$ cat src/core/slt_params.svh
`ifndef SLT_PARAMS_SVH
`define SLT_PARAMS_SVH

// avalon register map, byte addresses
`define SLT_ADDR_W          4
`define SLT_ADDR_CTRL       4'h0
`define SLT_ADDR_STATUS     4'h4
`define SLT_ADDR_PINS       4'h8
`define SLT_CTRL_RESET      32'h0000_0000

// control fields
`define SLT_CTRL_WIDE_BIT   0
`define SLT_CTRL_MUTE_BIT   1

// status fields
`define SLT_ST_PRESENT_BIT  0
`define SLT_ST_LOCKED_BIT   1
`define SLT_ST_MASTER_BIT   2
`define SLT_ST_RATE_BIT     3
`define SLT_ST_RECLK_BIT    4
`define SLT_ST_MUTED_BIT    5
`define SLT_ST_STATE_LSB    6
`define SLT_ST_TRIES_LSB    8

// pin readback fields
`define SLT_PN_CHOICE_BIT   0
`define SLT_PN_ENABLE_BIT   1
`define SLT_PN_RECLK_BIT    2
`define SLT_PN_RATE_BIT     3
`define SLT_PN_VIDEO_BIT    4
`define SLT_PN_TRANS_BIT    5
`define SLT_PN_CD1_BIT      6
`define SLT_PN_CD2_BIT      7

// rate encoding: high selects the standard-definition rate
`define SLT_RATE_SD         1'b1
`define SLT_RATE_HD         1'b0

// hunt dwell per attempt
`define SLT_CLK_MHZ         20
`define SLT_HUNT_DWELL_US   100
`define SLT_HUNT_CYCLES     (`SLT_HUNT_DWELL_US * `SLT_CLK_MHZ)
`define SLT_HUNT_TRIES      3'd4
`define SLT_CNT_W           12

// word widths
`define SLT_WORD_W          20
`define SLT_NARROW_W        10
`define SLT_BITCNT_W        5

`endif

$ cat src/core/slt_pkg.sv
package slt_pkg;

  typedef enum logic [1:0] {
    SLT_ST_IDLE = 2'b00,
    SLT_ST_HUNT = 2'b01,
    SLT_ST_PLL  = 2'b10,
    SLT_ST_LOCK = 2'b11
  } slt_lock_state_t;

endpackage

$ cat src/core/slt_top.sv
// The register addresses and register access over Avalon-MM were decided locally.
`timescale 1ns/1ps
`default_nettype none
`include "slt_params.svh"

// What this block does
// RQ1: input-select high routes the first serial input to the reclocker.
// RQ2: input-select low routes the second serial input to the reclocker.
// RQ3: carrier-detect low means valid stream; high means invalid input.
// RQ4: input-select also picks the carrier-detect that feeds lock detection.
// RQ5: without equalizer, the outside drives both carrier-detects itself.
// RQ6: single-input use holds second data and its carrier-detect high.
// RQ7: master mode alternates reclocker rate between SD and HD while hunting.
// RQ8: slave mode rate comes only from the rate-select pin.
// RQ9: reclocker lock raises the internal PLL-locked flag to lock detection.
// RQ10: enable pin high drives loop-through; low puts both pins high impedance.
// RQ11: slave reclock-select high gives reclocked output, low gives buffered.
// RQ12: master drives reclock-select high and reclocks only after stream lock.
// RQ13: loop-through mutes whenever selected carrier-detect shows invalid input.
// RQ14: slave mutes when reclocked output chosen but lock is low.
// RQ15: lock never shown while selected carrier-detect is high.
// RQ16: converter builds 10 or 20 bit words, offered to both aligners together.
// RQ17: role pin high gives master mode, low gives slave mode.
// RQ18: four format pins are outputs in master mode, inputs in slave mode.
// RQ19: video or transport lock needs PLL lock and found sync words.
// RQ20: asynchronous control pins pass two flip-flops before use.

module slt_top
  import slt_pkg::*;
(
  input  wire logic                   mclk_in,
  input  wire logic                   reset_in,
  // avalon-mm slave
  input  wire logic [`SLT_ADDR_W-1:0] avs_address_in,
  input  wire logic                   avs_read_in,
  input  wire logic                   avs_write_in,
  input  wire logic [31:0]            avs_writedata_in,
  input  wire logic [3:0]             avs_byteenable_in,
  output logic      [31:0]            avs_readdata_out,
  output logic                        avs_waitrequest_out,
  // serial inputs and carrier detects
  input  wire logic                   serial_in_first_in,
  input  wire logic                   serial_in_second_in,
  input  wire logic                   signal_present_n_first_in,
  input  wire logic                   signal_present_n_second_in,
  input  wire logic                   input_choice_pin_in,
  input  wire logic                   loopthrough_enable_in,
  input  wire logic                   master_role_pin_in,
  // reclocker and aligner handshakes
  input  wire logic                   pll_locked_in,
  input  wire logic                   video_sync_found_in,
  input  wire logic                   transport_sync_found_in,
  // two-way format pins
  input  wire logic                   rate_select_in,
  output logic                        rate_select_out,
  output logic                        rate_select_oe_out,
  input  wire logic                   reclock_select_in,
  output logic                        reclock_select_out,
  output logic                        reclock_select_oe_out,
  input  wire logic                   video_bypass_pin_in,
  output logic                        video_bypass_pin_out,
  output logic                        video_bypass_pin_oe_out,
  input  wire logic                   transport_stream_pin_in,
  output logic                        transport_stream_pin_out,
  output logic                        transport_stream_pin_oe_out,
  // outputs
  output logic                        rate_ctrl_out,
  output logic                        locked_out,
  output logic                        signal_present_n_selected_out,
  output logic                        loopthrough_out_p_out,
  output logic                        loopthrough_out_n_out,
  output logic                        loopthrough_oe_out,
  output logic      [`SLT_WORD_W-1:0] word_out,
  output logic                        word_valid_out
);

  localparam int NPIN = 12;

  logic [NPIN-1:0]         pins_raw;
  logic [NPIN-1:0]         pins_s;
  logic                    data_first_s;
  logic                    data_second_s;
  logic                    cd_first_s;
  logic                    cd_second_s;
  logic                    choice_s;
  logic                    enable_s;
  logic                    master_s;
  logic                    pll_s;
  logic                    rate_pin_s;
  logic                    reclk_pin_s;
  logic                    video_pin_s;
  logic                    trans_pin_s;
  logic                    video_sync;
  logic                    trans_sync;
  logic                    sel_bit;
  logic                    cd_sel_n;
  logic                    sync_ok;
  logic                    locked_d;
  logic                    reclocked_sel;
  logic                    muted_d;
  logic                    retime_q;
  logic                    locked_q;
  logic                    muted_q;
  logic                    rate_hunt_q;
  logic [`SLT_CNT_W-1:0]   dwell_q;
  logic [2:0]              tries_q;
  slt_lock_state_t         state_q;
  logic [31:0]             ctrl_q;
  logic [31:0]             status_w;
  logic [31:0]             pins_w;
  logic                    req;
  logic                    dwell_done;

  function automatic logic [31:0] reg_read(input logic [`SLT_ADDR_W-1:0] a,
                                           input logic [31:0] c,
                                           input logic [31:0] s,
                                           input logic [31:0] p);
    unique case (a)
      `SLT_ADDR_CTRL:   reg_read = c;
      `SLT_ADDR_STATUS: reg_read = s;
      `SLT_ADDR_PINS:   reg_read = p;
      default:          reg_read = 32'h0000_0000;
    endcase
  endfunction

  assign pins_raw = {serial_in_first_in, serial_in_second_in, signal_present_n_first_in,
                     signal_present_n_second_in, input_choice_pin_in, loopthrough_enable_in,
                     master_role_pin_in, pll_locked_in, rate_select_in, reclock_select_in,
                     video_bypass_pin_in, transport_stream_pin_in};

  // carrier detects reset high so nothing looks valid before sampling
  slt_sync2 #(
    .W         (NPIN),
    .RESET_VAL (12'h300)
  ) u_sync (
    .mclk_in  (mclk_in),
    .reset_in (reset_in),
    .d_in     (pins_raw),
    .q_out    (pins_s)
  ); // RQ20

  assign {data_first_s, data_second_s, cd_first_s, cd_second_s, choice_s, enable_s,
          master_s, pll_s, rate_pin_s, reclk_pin_s, video_pin_s, trans_pin_s} = pins_s;

  // aligner flags come from logic on this clock
  assign video_sync = video_sync_found_in;
  assign trans_sync = transport_sync_found_in;

  // 2x1 muxes for data and carrier detect
  assign sel_bit  = choice_s ? data_first_s : data_second_s; // RQ1 RQ2
  assign cd_sel_n = choice_s ? cd_first_s : cd_second_s;     // RQ4 RQ3

  // master: any sync word; slave: sync matching the configured format, or data-through
  assign sync_ok = master_s ? (video_sync | trans_sync)
                            : ((video_pin_s & video_sync) | (trans_pin_s & trans_sync) |
                               (!video_pin_s & !trans_pin_s)); // RQ19
  assign locked_d = !cd_sel_n && pll_s && sync_ok && (!master_s || state_q != SLT_ST_PLL); // RQ15 RQ9 RQ19

  assign reclocked_sel = master_s ? locked_q : reclk_pin_s; // RQ11 RQ12
  assign muted_d = cd_sel_n | (!master_s & reclk_pin_s & !locked_q) | ctrl_q[`SLT_CTRL_MUTE_BIT]; // RQ13 RQ14

  assign dwell_done = (dwell_q == `SLT_CNT_W'(`SLT_HUNT_CYCLES - 1));

  // lock detect: hunt over rates in master mode, then pll state with lock held low
  always_ff @(posedge mclk_in) begin
    if (reset_in) begin
      state_q     <= SLT_ST_IDLE;
      rate_hunt_q <= `SLT_RATE_HD;
      dwell_q     <= '0;
      tries_q     <= '0;
    end else if (cd_sel_n) begin
      state_q     <= SLT_ST_IDLE;
      rate_hunt_q <= `SLT_RATE_HD;
      dwell_q     <= '0;
      tries_q     <= '0;
    end else begin
      unique case (state_q)
        SLT_ST_IDLE: begin
          state_q <= SLT_ST_HUNT;
          dwell_q <= '0;
          tries_q <= '0;
        end
        SLT_ST_HUNT: begin
          if (locked_d) begin
            state_q <= SLT_ST_LOCK;
          end else if (dwell_done) begin
            dwell_q     <= '0;
            rate_hunt_q <= ~rate_hunt_q; // RQ7
            tries_q     <= tries_q + 1'b1;
            if (tries_q == `SLT_HUNT_TRIES - 1'b1) begin
              state_q <= SLT_ST_PLL;
            end
          end else begin
            dwell_q <= dwell_q + 1'b1;
          end
        end
        SLT_ST_PLL: begin
          if (!master_s) begin
            state_q <= SLT_ST_HUNT;
            tries_q <= '0;
          end
        end
        SLT_ST_LOCK: begin
          if (!locked_d) begin
            state_q <= SLT_ST_HUNT;
            dwell_q <= '0;
            tries_q <= '0;
          end
        end
      endcase
    end
  end

  // lock, mute and loop-through datapath
  always_ff @(posedge mclk_in) begin
    if (reset_in) begin
      retime_q              <= 1'b0;
      locked_q              <= 1'b0;
      muted_q               <= 1'b1;
      loopthrough_out_p_out <= 1'b0;
      loopthrough_out_n_out <= 1'b1;
      loopthrough_oe_out    <= 1'b0;
    end else begin
      retime_q           <= sel_bit; // RQ1 RQ2
      locked_q           <= locked_d;
      muted_q            <= muted_d;
      loopthrough_oe_out <= enable_s; // RQ10
      if (muted_d) begin
        loopthrough_out_p_out <= 1'b0;
        loopthrough_out_n_out <= 1'b1;
      end else begin
        loopthrough_out_p_out <= reclocked_sel ? retime_q : sel_bit;  // RQ11 RQ12
        loopthrough_out_n_out <= reclocked_sel ? ~retime_q : ~sel_bit;
      end
    end
  end

  // format pins and reclocker rate
  always_ff @(posedge mclk_in) begin
    if (reset_in) begin
      rate_ctrl_out                 <= `SLT_RATE_HD;
      locked_out                    <= 1'b0;
      signal_present_n_selected_out <= 1'b1;
      rate_select_out               <= 1'b0;
      reclock_select_out            <= 1'b0;
      video_bypass_pin_out          <= 1'b0;
      transport_stream_pin_out      <= 1'b0;
      rate_select_oe_out            <= 1'b0;
      reclock_select_oe_out         <= 1'b0;
      video_bypass_pin_oe_out       <= 1'b0;
      transport_stream_pin_oe_out   <= 1'b0;
    end else begin
      rate_ctrl_out                 <= master_s ? rate_hunt_q : rate_pin_s; // RQ7 RQ8 RQ17
      locked_out                    <= locked_d; // RQ15
      signal_present_n_selected_out <= cd_sel_n;
      rate_select_out               <= rate_hunt_q;
      reclock_select_out            <= locked_d; // RQ12
      video_bypass_pin_out          <= locked_d & video_sync;
      transport_stream_pin_out      <= locked_d & trans_sync & !video_sync;
      rate_select_oe_out            <= master_s; // RQ18
      reclock_select_oe_out         <= master_s;
      video_bypass_pin_oe_out       <= master_s;
      transport_stream_pin_oe_out   <= master_s;
    end
  end

  slt_deser u_deser (
    .mclk_in        (mclk_in),
    .reset_in       (reset_in),
    .bit_in         (retime_q),
    .wide_in        (ctrl_q[`SLT_CTRL_WIDE_BIT]),
    .word_out       (word_out),
    .word_valid_out (word_valid_out)
  ); // RQ16

  // register views
  always_comb begin
    status_w = 32'h0000_0000;
    status_w[`SLT_ST_PRESENT_BIT] = !cd_sel_n;
    status_w[`SLT_ST_LOCKED_BIT]  = locked_q;
    status_w[`SLT_ST_MASTER_BIT]  = master_s;
    status_w[`SLT_ST_RATE_BIT]    = rate_ctrl_out;
    status_w[`SLT_ST_RECLK_BIT]   = reclocked_sel;
    status_w[`SLT_ST_MUTED_BIT]   = muted_q;
    status_w[`SLT_ST_STATE_LSB +: 2] = state_q;
    status_w[`SLT_ST_TRIES_LSB +: 3] = tries_q;
    pins_w = 32'h0000_0000;
    pins_w[`SLT_PN_CHOICE_BIT] = choice_s;
    pins_w[`SLT_PN_ENABLE_BIT] = enable_s;
    pins_w[`SLT_PN_RECLK_BIT]  = reclk_pin_s;
    pins_w[`SLT_PN_RATE_BIT]   = rate_pin_s;
    pins_w[`SLT_PN_VIDEO_BIT]  = video_pin_s;
    pins_w[`SLT_PN_TRANS_BIT]  = trans_pin_s;
    pins_w[`SLT_PN_CD1_BIT]    = cd_first_s;
    pins_w[`SLT_PN_CD2_BIT]    = cd_second_s;
  end

  // avalon: wait one cycle, answer with waitrequest low for one cycle
  assign req = avs_read_in | avs_write_in;

  always_ff @(posedge mclk_in) begin
    if (reset_in) begin
      avs_waitrequest_out <= 1'b1;
      avs_readdata_out    <= 32'h0000_0000;
    end else begin
      avs_waitrequest_out <= !(req && avs_waitrequest_out);
      if (avs_read_in && avs_waitrequest_out) begin
        avs_readdata_out <= reg_read(avs_address_in, ctrl_q, status_w, pins_w);
      end
    end
  end

  always_ff @(posedge mclk_in) begin
    if (reset_in) begin
      ctrl_q <= `SLT_CTRL_RESET;
    end else if (avs_write_in && !avs_waitrequest_out && avs_address_in == `SLT_ADDR_CTRL) begin
      for (int b = 0; b < 4; b++) begin
        if (avs_byteenable_in[b]) begin
          ctrl_q[8*b +: 8] <= avs_writedata_in[8*b +: 8];
        end
      end
    end
  end
endmodule

`default_nettype wire

$ cat src/core/slt_sync2.sv
`timescale 1ns/1ps
`default_nettype none

module slt_sync2
  import slt_pkg::*;
#(
  parameter int         W         = 1,
  parameter logic [W-1:0] RESET_VAL = '0
) (
  input  wire logic         mclk_in,
  input  wire logic         reset_in,
  input  wire logic [W-1:0] d_in,
  output logic      [W-1:0] q_out
);

  logic [W-1:0] meta_q;

  always_ff @(posedge mclk_in) begin
    if (reset_in) begin
      meta_q <= RESET_VAL;
      q_out  <= RESET_VAL;
    end else begin
      meta_q <= d_in;
      q_out  <= meta_q;
    end
  end

endmodule

`default_nettype wire

$ cat src/core/slt_deser.sv
`timescale 1ns/1ps
`default_nettype none
`include "slt_params.svh"

module slt_deser
  import slt_pkg::*;
(
  input  wire logic                    mclk_in,
  input  wire logic                    reset_in,
  input  wire logic                    bit_in,
  input  wire logic                    wide_in,
  output logic      [`SLT_WORD_W-1:0]  word_out,
  output logic                         word_valid_out
);

  logic [`SLT_WORD_W-1:0]   shift_q;
  logic [`SLT_BITCNT_W-1:0] cnt_q;
  logic [`SLT_BITCNT_W-1:0] last_cnt;
  logic [`SLT_WORD_W-1:0]   shift_d;

  assign last_cnt = wide_in ? `SLT_BITCNT_W'(`SLT_WORD_W - 1) : `SLT_BITCNT_W'(`SLT_NARROW_W - 1);
  assign shift_d  = {shift_q[`SLT_WORD_W-2:0], bit_in};

  always_ff @(posedge mclk_in) begin
    if (reset_in) begin
      shift_q <= '0;
      cnt_q   <= '0;
    end else begin
      shift_q <= shift_d;
      cnt_q   <= (cnt_q >= last_cnt) ? '0 : cnt_q + 1'b1;
    end
  end

  // one word per 10 or 20 bits, handed to both aligners at once
  always_ff @(posedge mclk_in) begin
    if (reset_in) begin
      word_out       <= '0;
      word_valid_out <= 1'b0;
    end else begin
      word_valid_out <= (cnt_q >= last_cnt); // RQ16
      if (cnt_q >= last_cnt) begin
        word_out <= wide_in ? shift_d : {{(`SLT_WORD_W-`SLT_NARROW_W){1'b0}}, shift_d[`SLT_NARROW_W-1:0]}; // RQ16
      end
    end
  end
endmodule

`default_nettype wire

$ cat config.mk
export PLATFORM = sky130hd
export DESIGN_NAME = slt_top
export DESIGN_NICKNAME = d
export VERILOG_FILES = /design/src/core/slt_pkg.sv /design/src/core/slt_top.sv /design/src/core/slt_sync2.sv /design/src/core/slt_deser.sv
export VERILOG_INCLUDE_DIRS = /design/src /design/src/core
export SDC_FILE = /design/constraint.sdc
export NUM_CORES = 1
export LEC_CHECK = 0
export ABC_AREA = 1
export ABC_CLOCK_PERIOD_IN_PS = 2050
export BUFFER_PORTS_ARGS = -buffer_cell sky130_fd_sc_hd__buf_2
export CAP_MARGIN = 0
export CELL_PAD_IN_SITES_DETAIL_PLACEMENT = 2
export CELL_PAD_IN_SITES_GLOBAL_PLACEMENT = 2
export CORE_MARGIN = 2
export CORE_UTILIZATION = 32
export CTS_BUF_LIST = sky130_fd_sc_hd__clkbuf_4
export DETAILED_ROUTE_END_ITERATION = 8
export GPL_ROUTABILITY_DRIVEN = 0
export PLACE_DENSITY = 0.85
export SLEW_MARGIN = 15
export SYNTH_ARGS = -nofsm -noshare
export SYNTH_HDL_FRONTEND = slang
export SYNTH_SLANG_ARGS = --single-unit
$ cat constraint.sdc
create_clock -name mclk_in -period 2.05 [get_ports mclk_in]
set_input_delay 0.1025 -clock mclk_in [delete_from_list [all_inputs] [get_ports mclk_in]]
set_output_delay 0.1025 -clock mclk_in [all_outputs]
set_load 0.01 [all_outputs]
# == After elaboration in Yosys (flattened, before gate mapping) ==
# Cells that the tools add are included.
# word_totals
regBits,164
input_bits,58
out_inout_bits,68
word_cells,119
# op_classes
n_lt_le_gt_ge,1
eq_ne,14
reduce_logical,30
n_bitwise,18
n_addsub,3
mux,25
# ops
cell,count
$pmux W32 S3,1
$mux W12,3
$pmux W12 S3,1
$mux W20,1
$add A12 B1 Y12 const B,1
$eq A12 B11 Y1 const B,1
$mux W3,4
$pmux W3 S4,1
$mux W2,5
$ne A2 B2 Y1 const B,5
$and A1 B1 Y1,8
$logic_not A1 Y1,8
$pmux W2 S4,1
$reduce_and A2 Y1,4
$reduce_and A4 Y1,2
$logic_and A1 B1 Y1,7
$mux W1,7
$ne A3 B3 Y1 const B,2
$or A1 B1 Y1,6
$reduce_and A3 Y1,2
$reduce_or A2 Y1,3
$add A5 B1 Y5 const B,1
$ge A5 B5 Y1,1
$mux W5,1
11 further kinds,15

# == Longest topological paths before layout ==
# logic_depth
word_depth,8
depth_mapped,11
mapped_depth_nobuf,10

# == Modules after synthesis ==
# From an unflattened synthesis, not the netlist that was laid out.
# unflattened
cells_unflattened,830
area_unflattened_um2,6555.0
# modules_own_cells
module,cells_each,n_inst,seq_area_each_um2,area_per_inst_um2
slt_top,558,1,1901.8,4135.2
slt_deser,197,1,900.9,1732.9
slt_sync2,75,1,480.5,686.9

# == Worst setup path after synthesis ==
# Ideal clock, no wire load.
# synth_path
path_kind,reg2reg
start,reg ctrl_q[0]
end,reg u_deser.word_out[1]
setup_time_ns,0.074
t_arrival_ns,1.563
path_stages_with_launch,12
slack_ns,0.412
required_time_ns,1.976
path_buffers,2
period_less_slack_ns,1.638
path_cell_list,dfxtp_1 > inv_1 > ha_1 > nand2_1 > nor2_1 > nor3b_1 > nand2_1 > buf_2 > nor2_2 > buf_4 > nand2_1 > o21ai_0
# synth_between
elab_chain_cells,2
# synth_lines
item,line_no,source
start: declaration,slt_top.sv:108,logic [31:0] ctrl_q;
start signal: assignment,slt_top.sv:315,ctrl_q <= `SLT_CTRL_RESET;
start signal: indexed assignment,slt_top.sv:319,ctrl_q[8*b +: 8] <= avs_writedata_in[8*b +: 8];
$mux W5,slt_deser.sv:21,assign last_cnt = wide_in ? `SLT_BITCNT_W'(`SLT_WORD_W - 1) : `SLT_BITCNT_W'(`SLT_NARROW_W - 1);
$ge A5 B5 Y1,slt_deser.sv:41,if (cnt_q >= last_cnt) begin
end signal: assignment,slt_deser.sv:42,"word_out <= wide_in ? shift_d : {{(`SLT_WORD_W-`SLT_NARROW_W){1'b0}}, shift_d[`SLT_NARROW_W-1:0]};"
end: declaration,slt_deser.sv:12,"output logic [`SLT_WORD_W-1:0] word_out,"
# No other way between the ends.
# A chain may end at the register's enable or synchronous reset.

# == Worst setup path in the final report ==
# layout_path
start,reg avs_waitrequest_out
end,reg ctrl_q[18]
# layout_between
elab_chain_cells,4
# layout_lines
item,line_no,source
start: declaration,slt_top.sv:40,"output logic avs_waitrequest_out,"
start signal: assignment,slt_top.sv:306,avs_waitrequest_out <= !(req && avs_waitrequest_out);
$logic_not A1 Y1,slt_top.sv:316,end else if (avs_write_in && !avs_waitrequest_out && avs_address_in == `SLT_ADDR_CTRL) begin
$logic_and A1 B1 Y1,slt_top.sv:316,
$logic_and A1 B1 Y1 (no line),--,
$reduce_and A2 Y1 (no line),--,
# No other way between the ends.

==> flow_metrics.py <==
metrics = {
    "job": {
        "maxCapViolCount": 0,
    },
    "clocking": {
        "cts_tree": "built",
        "clock_latency_ns": 0.60,
        "path_clk_slew_ns": 0.18,
        "numCtsBuffers": 17,
        "cts.sinks": 164,
        "htreeDepth": 4,
        "cts_max_path_buffers": 2,
        "cts-root-buf": "clkbuf_4",
    },
    "worst_hold_path": {
        "min_to": "ctrl_q[30]$_SDFFE_PP0P_",
        "holdCritStartpoint": "avs_byteenable_in[3]",
        "whs_path_depth": 4,
        "worst_hold_path_type": "in2reg",
    },
    "sta": {
        "clock_skew_ns": 0.0284,
        "max_slew.worst_pin.slew_ns": 0.590,
        "setup_slack_ns": 0.0902,
        "final-hold-violation-count": 0,
        "post-route-period-util_pct": 95.6,
        "slew_viol_final": 0,
        "setup_viol": 0,
        "relSlewSlack_pct": 60.5,
        "fin_hold_ws_ns": 0.0523,
        "fmax_ghz": 0.510,
        "finalCriticalPeriod_ns": 1.96,
        "setup_tns_ns": 0,
    },
    "critical_path": {
        "crit_path_cell_trace": "nor3_2, nand2_2, o21ai_0, dlygate4sd3_1, nor2_1",
        "timing.rr.start": "avs_waitrequest_out$_SDFF_PP1_",
        "cp_top_family": "simple AND/OR/NAND/NOR gates",
        "max_stage_delay_ns": 0.60,
        "endpoint_kind": "flop",
        "crit-reg2reg-capture": "ctrl_q[18]$_SDFFE_PP0P_",
        "cp_max_fo": 9,
        "reg2reg_slack_ns": 0.09,
        "r2r_cells": 5,
        "critical_path_arrival_ns": 2.47,
        "path_class": "reg2reg",
        "required_ns": 2.56,
        "critPathBufInv": 1,
        "cp_slowest_cell": "dlygate4sd3_1",
        "start_kind": "flop",
    },
    "synth": {
        "muxShareOfSynthArea_pct": 0.162,
        "synth_top_cell_by_area": "dfxtp_1",
        "ys_top_cells_by_area": "dfxtp_1 53%, nand2_1 10%, nor2_1 8.8%",
        "synth_adder_area_share_pct": 1.42,
        "yosys.area_share.simple_pct": 26.0,
        "synth_xor_area_share_pct": 0.426,
        "syn_avg_cell_area_um2": 7.57,
        "synth.distinct_cells": 29,
        "ys_ff_latch": 164,
        "yosys_warnings": 0,
        "synth_top_family_by_area": "simple AND/OR/NAND/NOR gates",
        "yosysTopAreaCellShare_pct": 53.3,
        "syn_area_mm2": 0.00616,
        "ys_seq_area_share_pct": 53.3,
        "synth_compound_area_share_pct": 10.5,
        "synth_cells": 814,
        "syn-num-nets": 879,
    },
    "grt": {
        "antenna_found_initial": 3,
        "track_usage_pct": 23.0,
        "grt_pass1_vias": 6799,
        "grt_max_degree": 55,
        "gr-total-overflow": 0,
        "grt_first_pass_wirelength_um": 36300,
    },
    "floorplanning": {
        "num_rows": 50,
        "dieArea_mm2": 0.0204,
        "coreArea_mm2": 0.0188,
        "initial_core_util_pct": 32.7,
        "io_pins": 126,
        "fp.dieH_um": 143,
        "die_w_um": 143,
    },
    "detailed_routing": {
        "vias_per_cell": 4.76,
        "avgRoutedWirePerCell_um": 17.8,
        "vias": 6060,
        "ant_nets": 0,
        "drc_errors": 0,
        "first_pass_iters": 4,
        "drtIter0Drc": 254,
        "drt-total-wl_um": 22700,
    },
    "place": {
        "postPlaceCellArea_mm2": 0.00709,
        "dp_slack_ns": 0.0672,
        "io_buffers": 125,
        "hpwlAfterDp_um": 13800,
    },
    "layout": {
        "final_common_cell": "nand2_1",
        "drive_gt1_share_pct": 20.1,
        "fin_nets": 1062,
        "stdcell_area_mm2": 0.00796,
        "syn_to_final_growth_pct": 29.2,
        "multi_input_area_mm2": 0.00239,
        "regArea_mm2": 0.00328,
        "nFillCells": 2167,
        "layout_common_cells": "167 x nand2_1, 163 x dfxtp_1, 144 x nor2_1",
    },
    "power": {
        "peakVddDrop_v": 0.000333,
        "power_density_mw_per_mm2": 731,
        "leakage_nw": 3.46,
    },
    "status": {
        "outcome": "complete, no violations",
    },
}
-- area by class of cell --
cell class,count,share of cell area (%)
Timing Repair Buffer,200,16.7
Clock buffer,17,1.60
Inverter,89,4.19
Tap cell,260,4.08
Antenna cell,2,0.0628
Clock inverter,15,2.11
Multi-Input combinational cell,525,30.0
Sequential cell,164,41.2
-- where the power goes --
group          switching, W  internal (W)
Combinational      0.000270      0.000209
Sequential        0.0000465       0.00326
Clock               0.00138      0.000658
-- sequential cells by signal, indices dropped and copies added, names as in the netlist, 2 cells and up --
signal,count
avs_readdata_out,32
ctrl_q,32
u_deser.word_out,20
u_deser.shift_q,19
dwell_q,12
u_sync.meta_q,12
u_sync.q_out,12
u_deser.cnt_q,5
tries_q,3
state_q,2
-- repair_timing --
action / in CTS / in global routing
hold buffers: 52 / 1
setup endpoints to repair: 0 / 24
hold endpoints to repair: 68 / 3
gates resized for setup: 0 / 8
setup buffers: 0 / 2
-- worst max path at each step --
stage / slack, ns / end / start / depth (start not counted)
final: 0.09 / ctrl_q[18]$_SDFFE_PP0P_ / avs_waitrequest_out$_SDFF_PP1_ / 5
after global routing: -0.02 / u_deser.word_out[0]$_SDFFE_PP0P_ / ctrl_q[0]$_SDFFE_PP0P_ / 10
after CTS: 0.03 / u_deser.word_out[1]$_SDFFE_PP0P_ / ctrl_q[0]$_SDFFE_PP0P_ / 10
after detailed placement: 0.07 / u_deser.word_out[0]$_SDFFE_PP0P_ / ctrl_q[0]$_SDFFE_PP0P_ / 10
after global placement: 0.23 / u_deser.word_out[19]$_SDFFE_PP0P_ / ctrl_q[0]$_SDFFE_PP0P_ / 8
after floorplan: 0.41 / u_deser.word_out[1]$_SDFFE_PP0P_ / ctrl_q[0]$_SDFFE_PP0P_ / 11
-- tightest hold or removal path, stage by stage --
cell and delay, ns:
buf_2 0.09, nand2_1 0.18, o21ai_0 0.21, nor2_1 0.05
-- metal layers --
| metal | routed length, µm | global-route usage [%] | up-vias | part of all wire (%) |
|---|---|---|---|---|
| met4 | 429 | 6.31 | 2 | 1.9 |
| met2 | 11600 | 42.4 | 131 | 51 |
| met1 | 9720 | 26.8 | 2958 | 43 |
| met5 | 13 | 0 | - | 0.057 |
| li1 | - | - | 2931 | - |
| met3 | 858 | 4.76 | 38 | 3.8 |
-- metrics by stage --
step           util (%)  total power [W]  instances
6_report           42.3          0.00582       1272
5_1_grt            42.3          0.00605       1272
4_1_cts            42.0          0.00580       1267
3_5_place_dp       37.7          0.00374       1183
3_3_place_gp       37.7          0.00373       1183
2_1_floorplan         -          0.00356        814
-- cells by family after synthesis --
kind of cell,after synthesis
AND/OR/NAND/NOR,387
flip-flops,164
AO/OA/AOI/OAI,127
buffers and inverters,125
adder cells (fa/ha/maj),7
XOR/XNOR,3
multiplexers,1
-- cell usage after synthesis --
library cell and instances:
nand2_1 170, dfxtp_1 164, nor2_1 144, inv_1 84, o21ai_0 76, a21oi_1 45, nand3_1 42, clkbuf_1 19
nand4_1 9, ha_1 7, or2_2 7, buf_2 6, buf_4 6, nor3_1 5, o211ai_1 5, buf_1 4
inv_2 4, nand2_2 2, nand3_2 2, nor2_2 2, nor3b_1 2, xor2_1 2, buf_6 1, clkinv_1 1
mux2i_1 1, nand3_4 1, nor3_2 1, o21ai_1 1, xnor2_1 1
(Power assumes the default switching activity.)
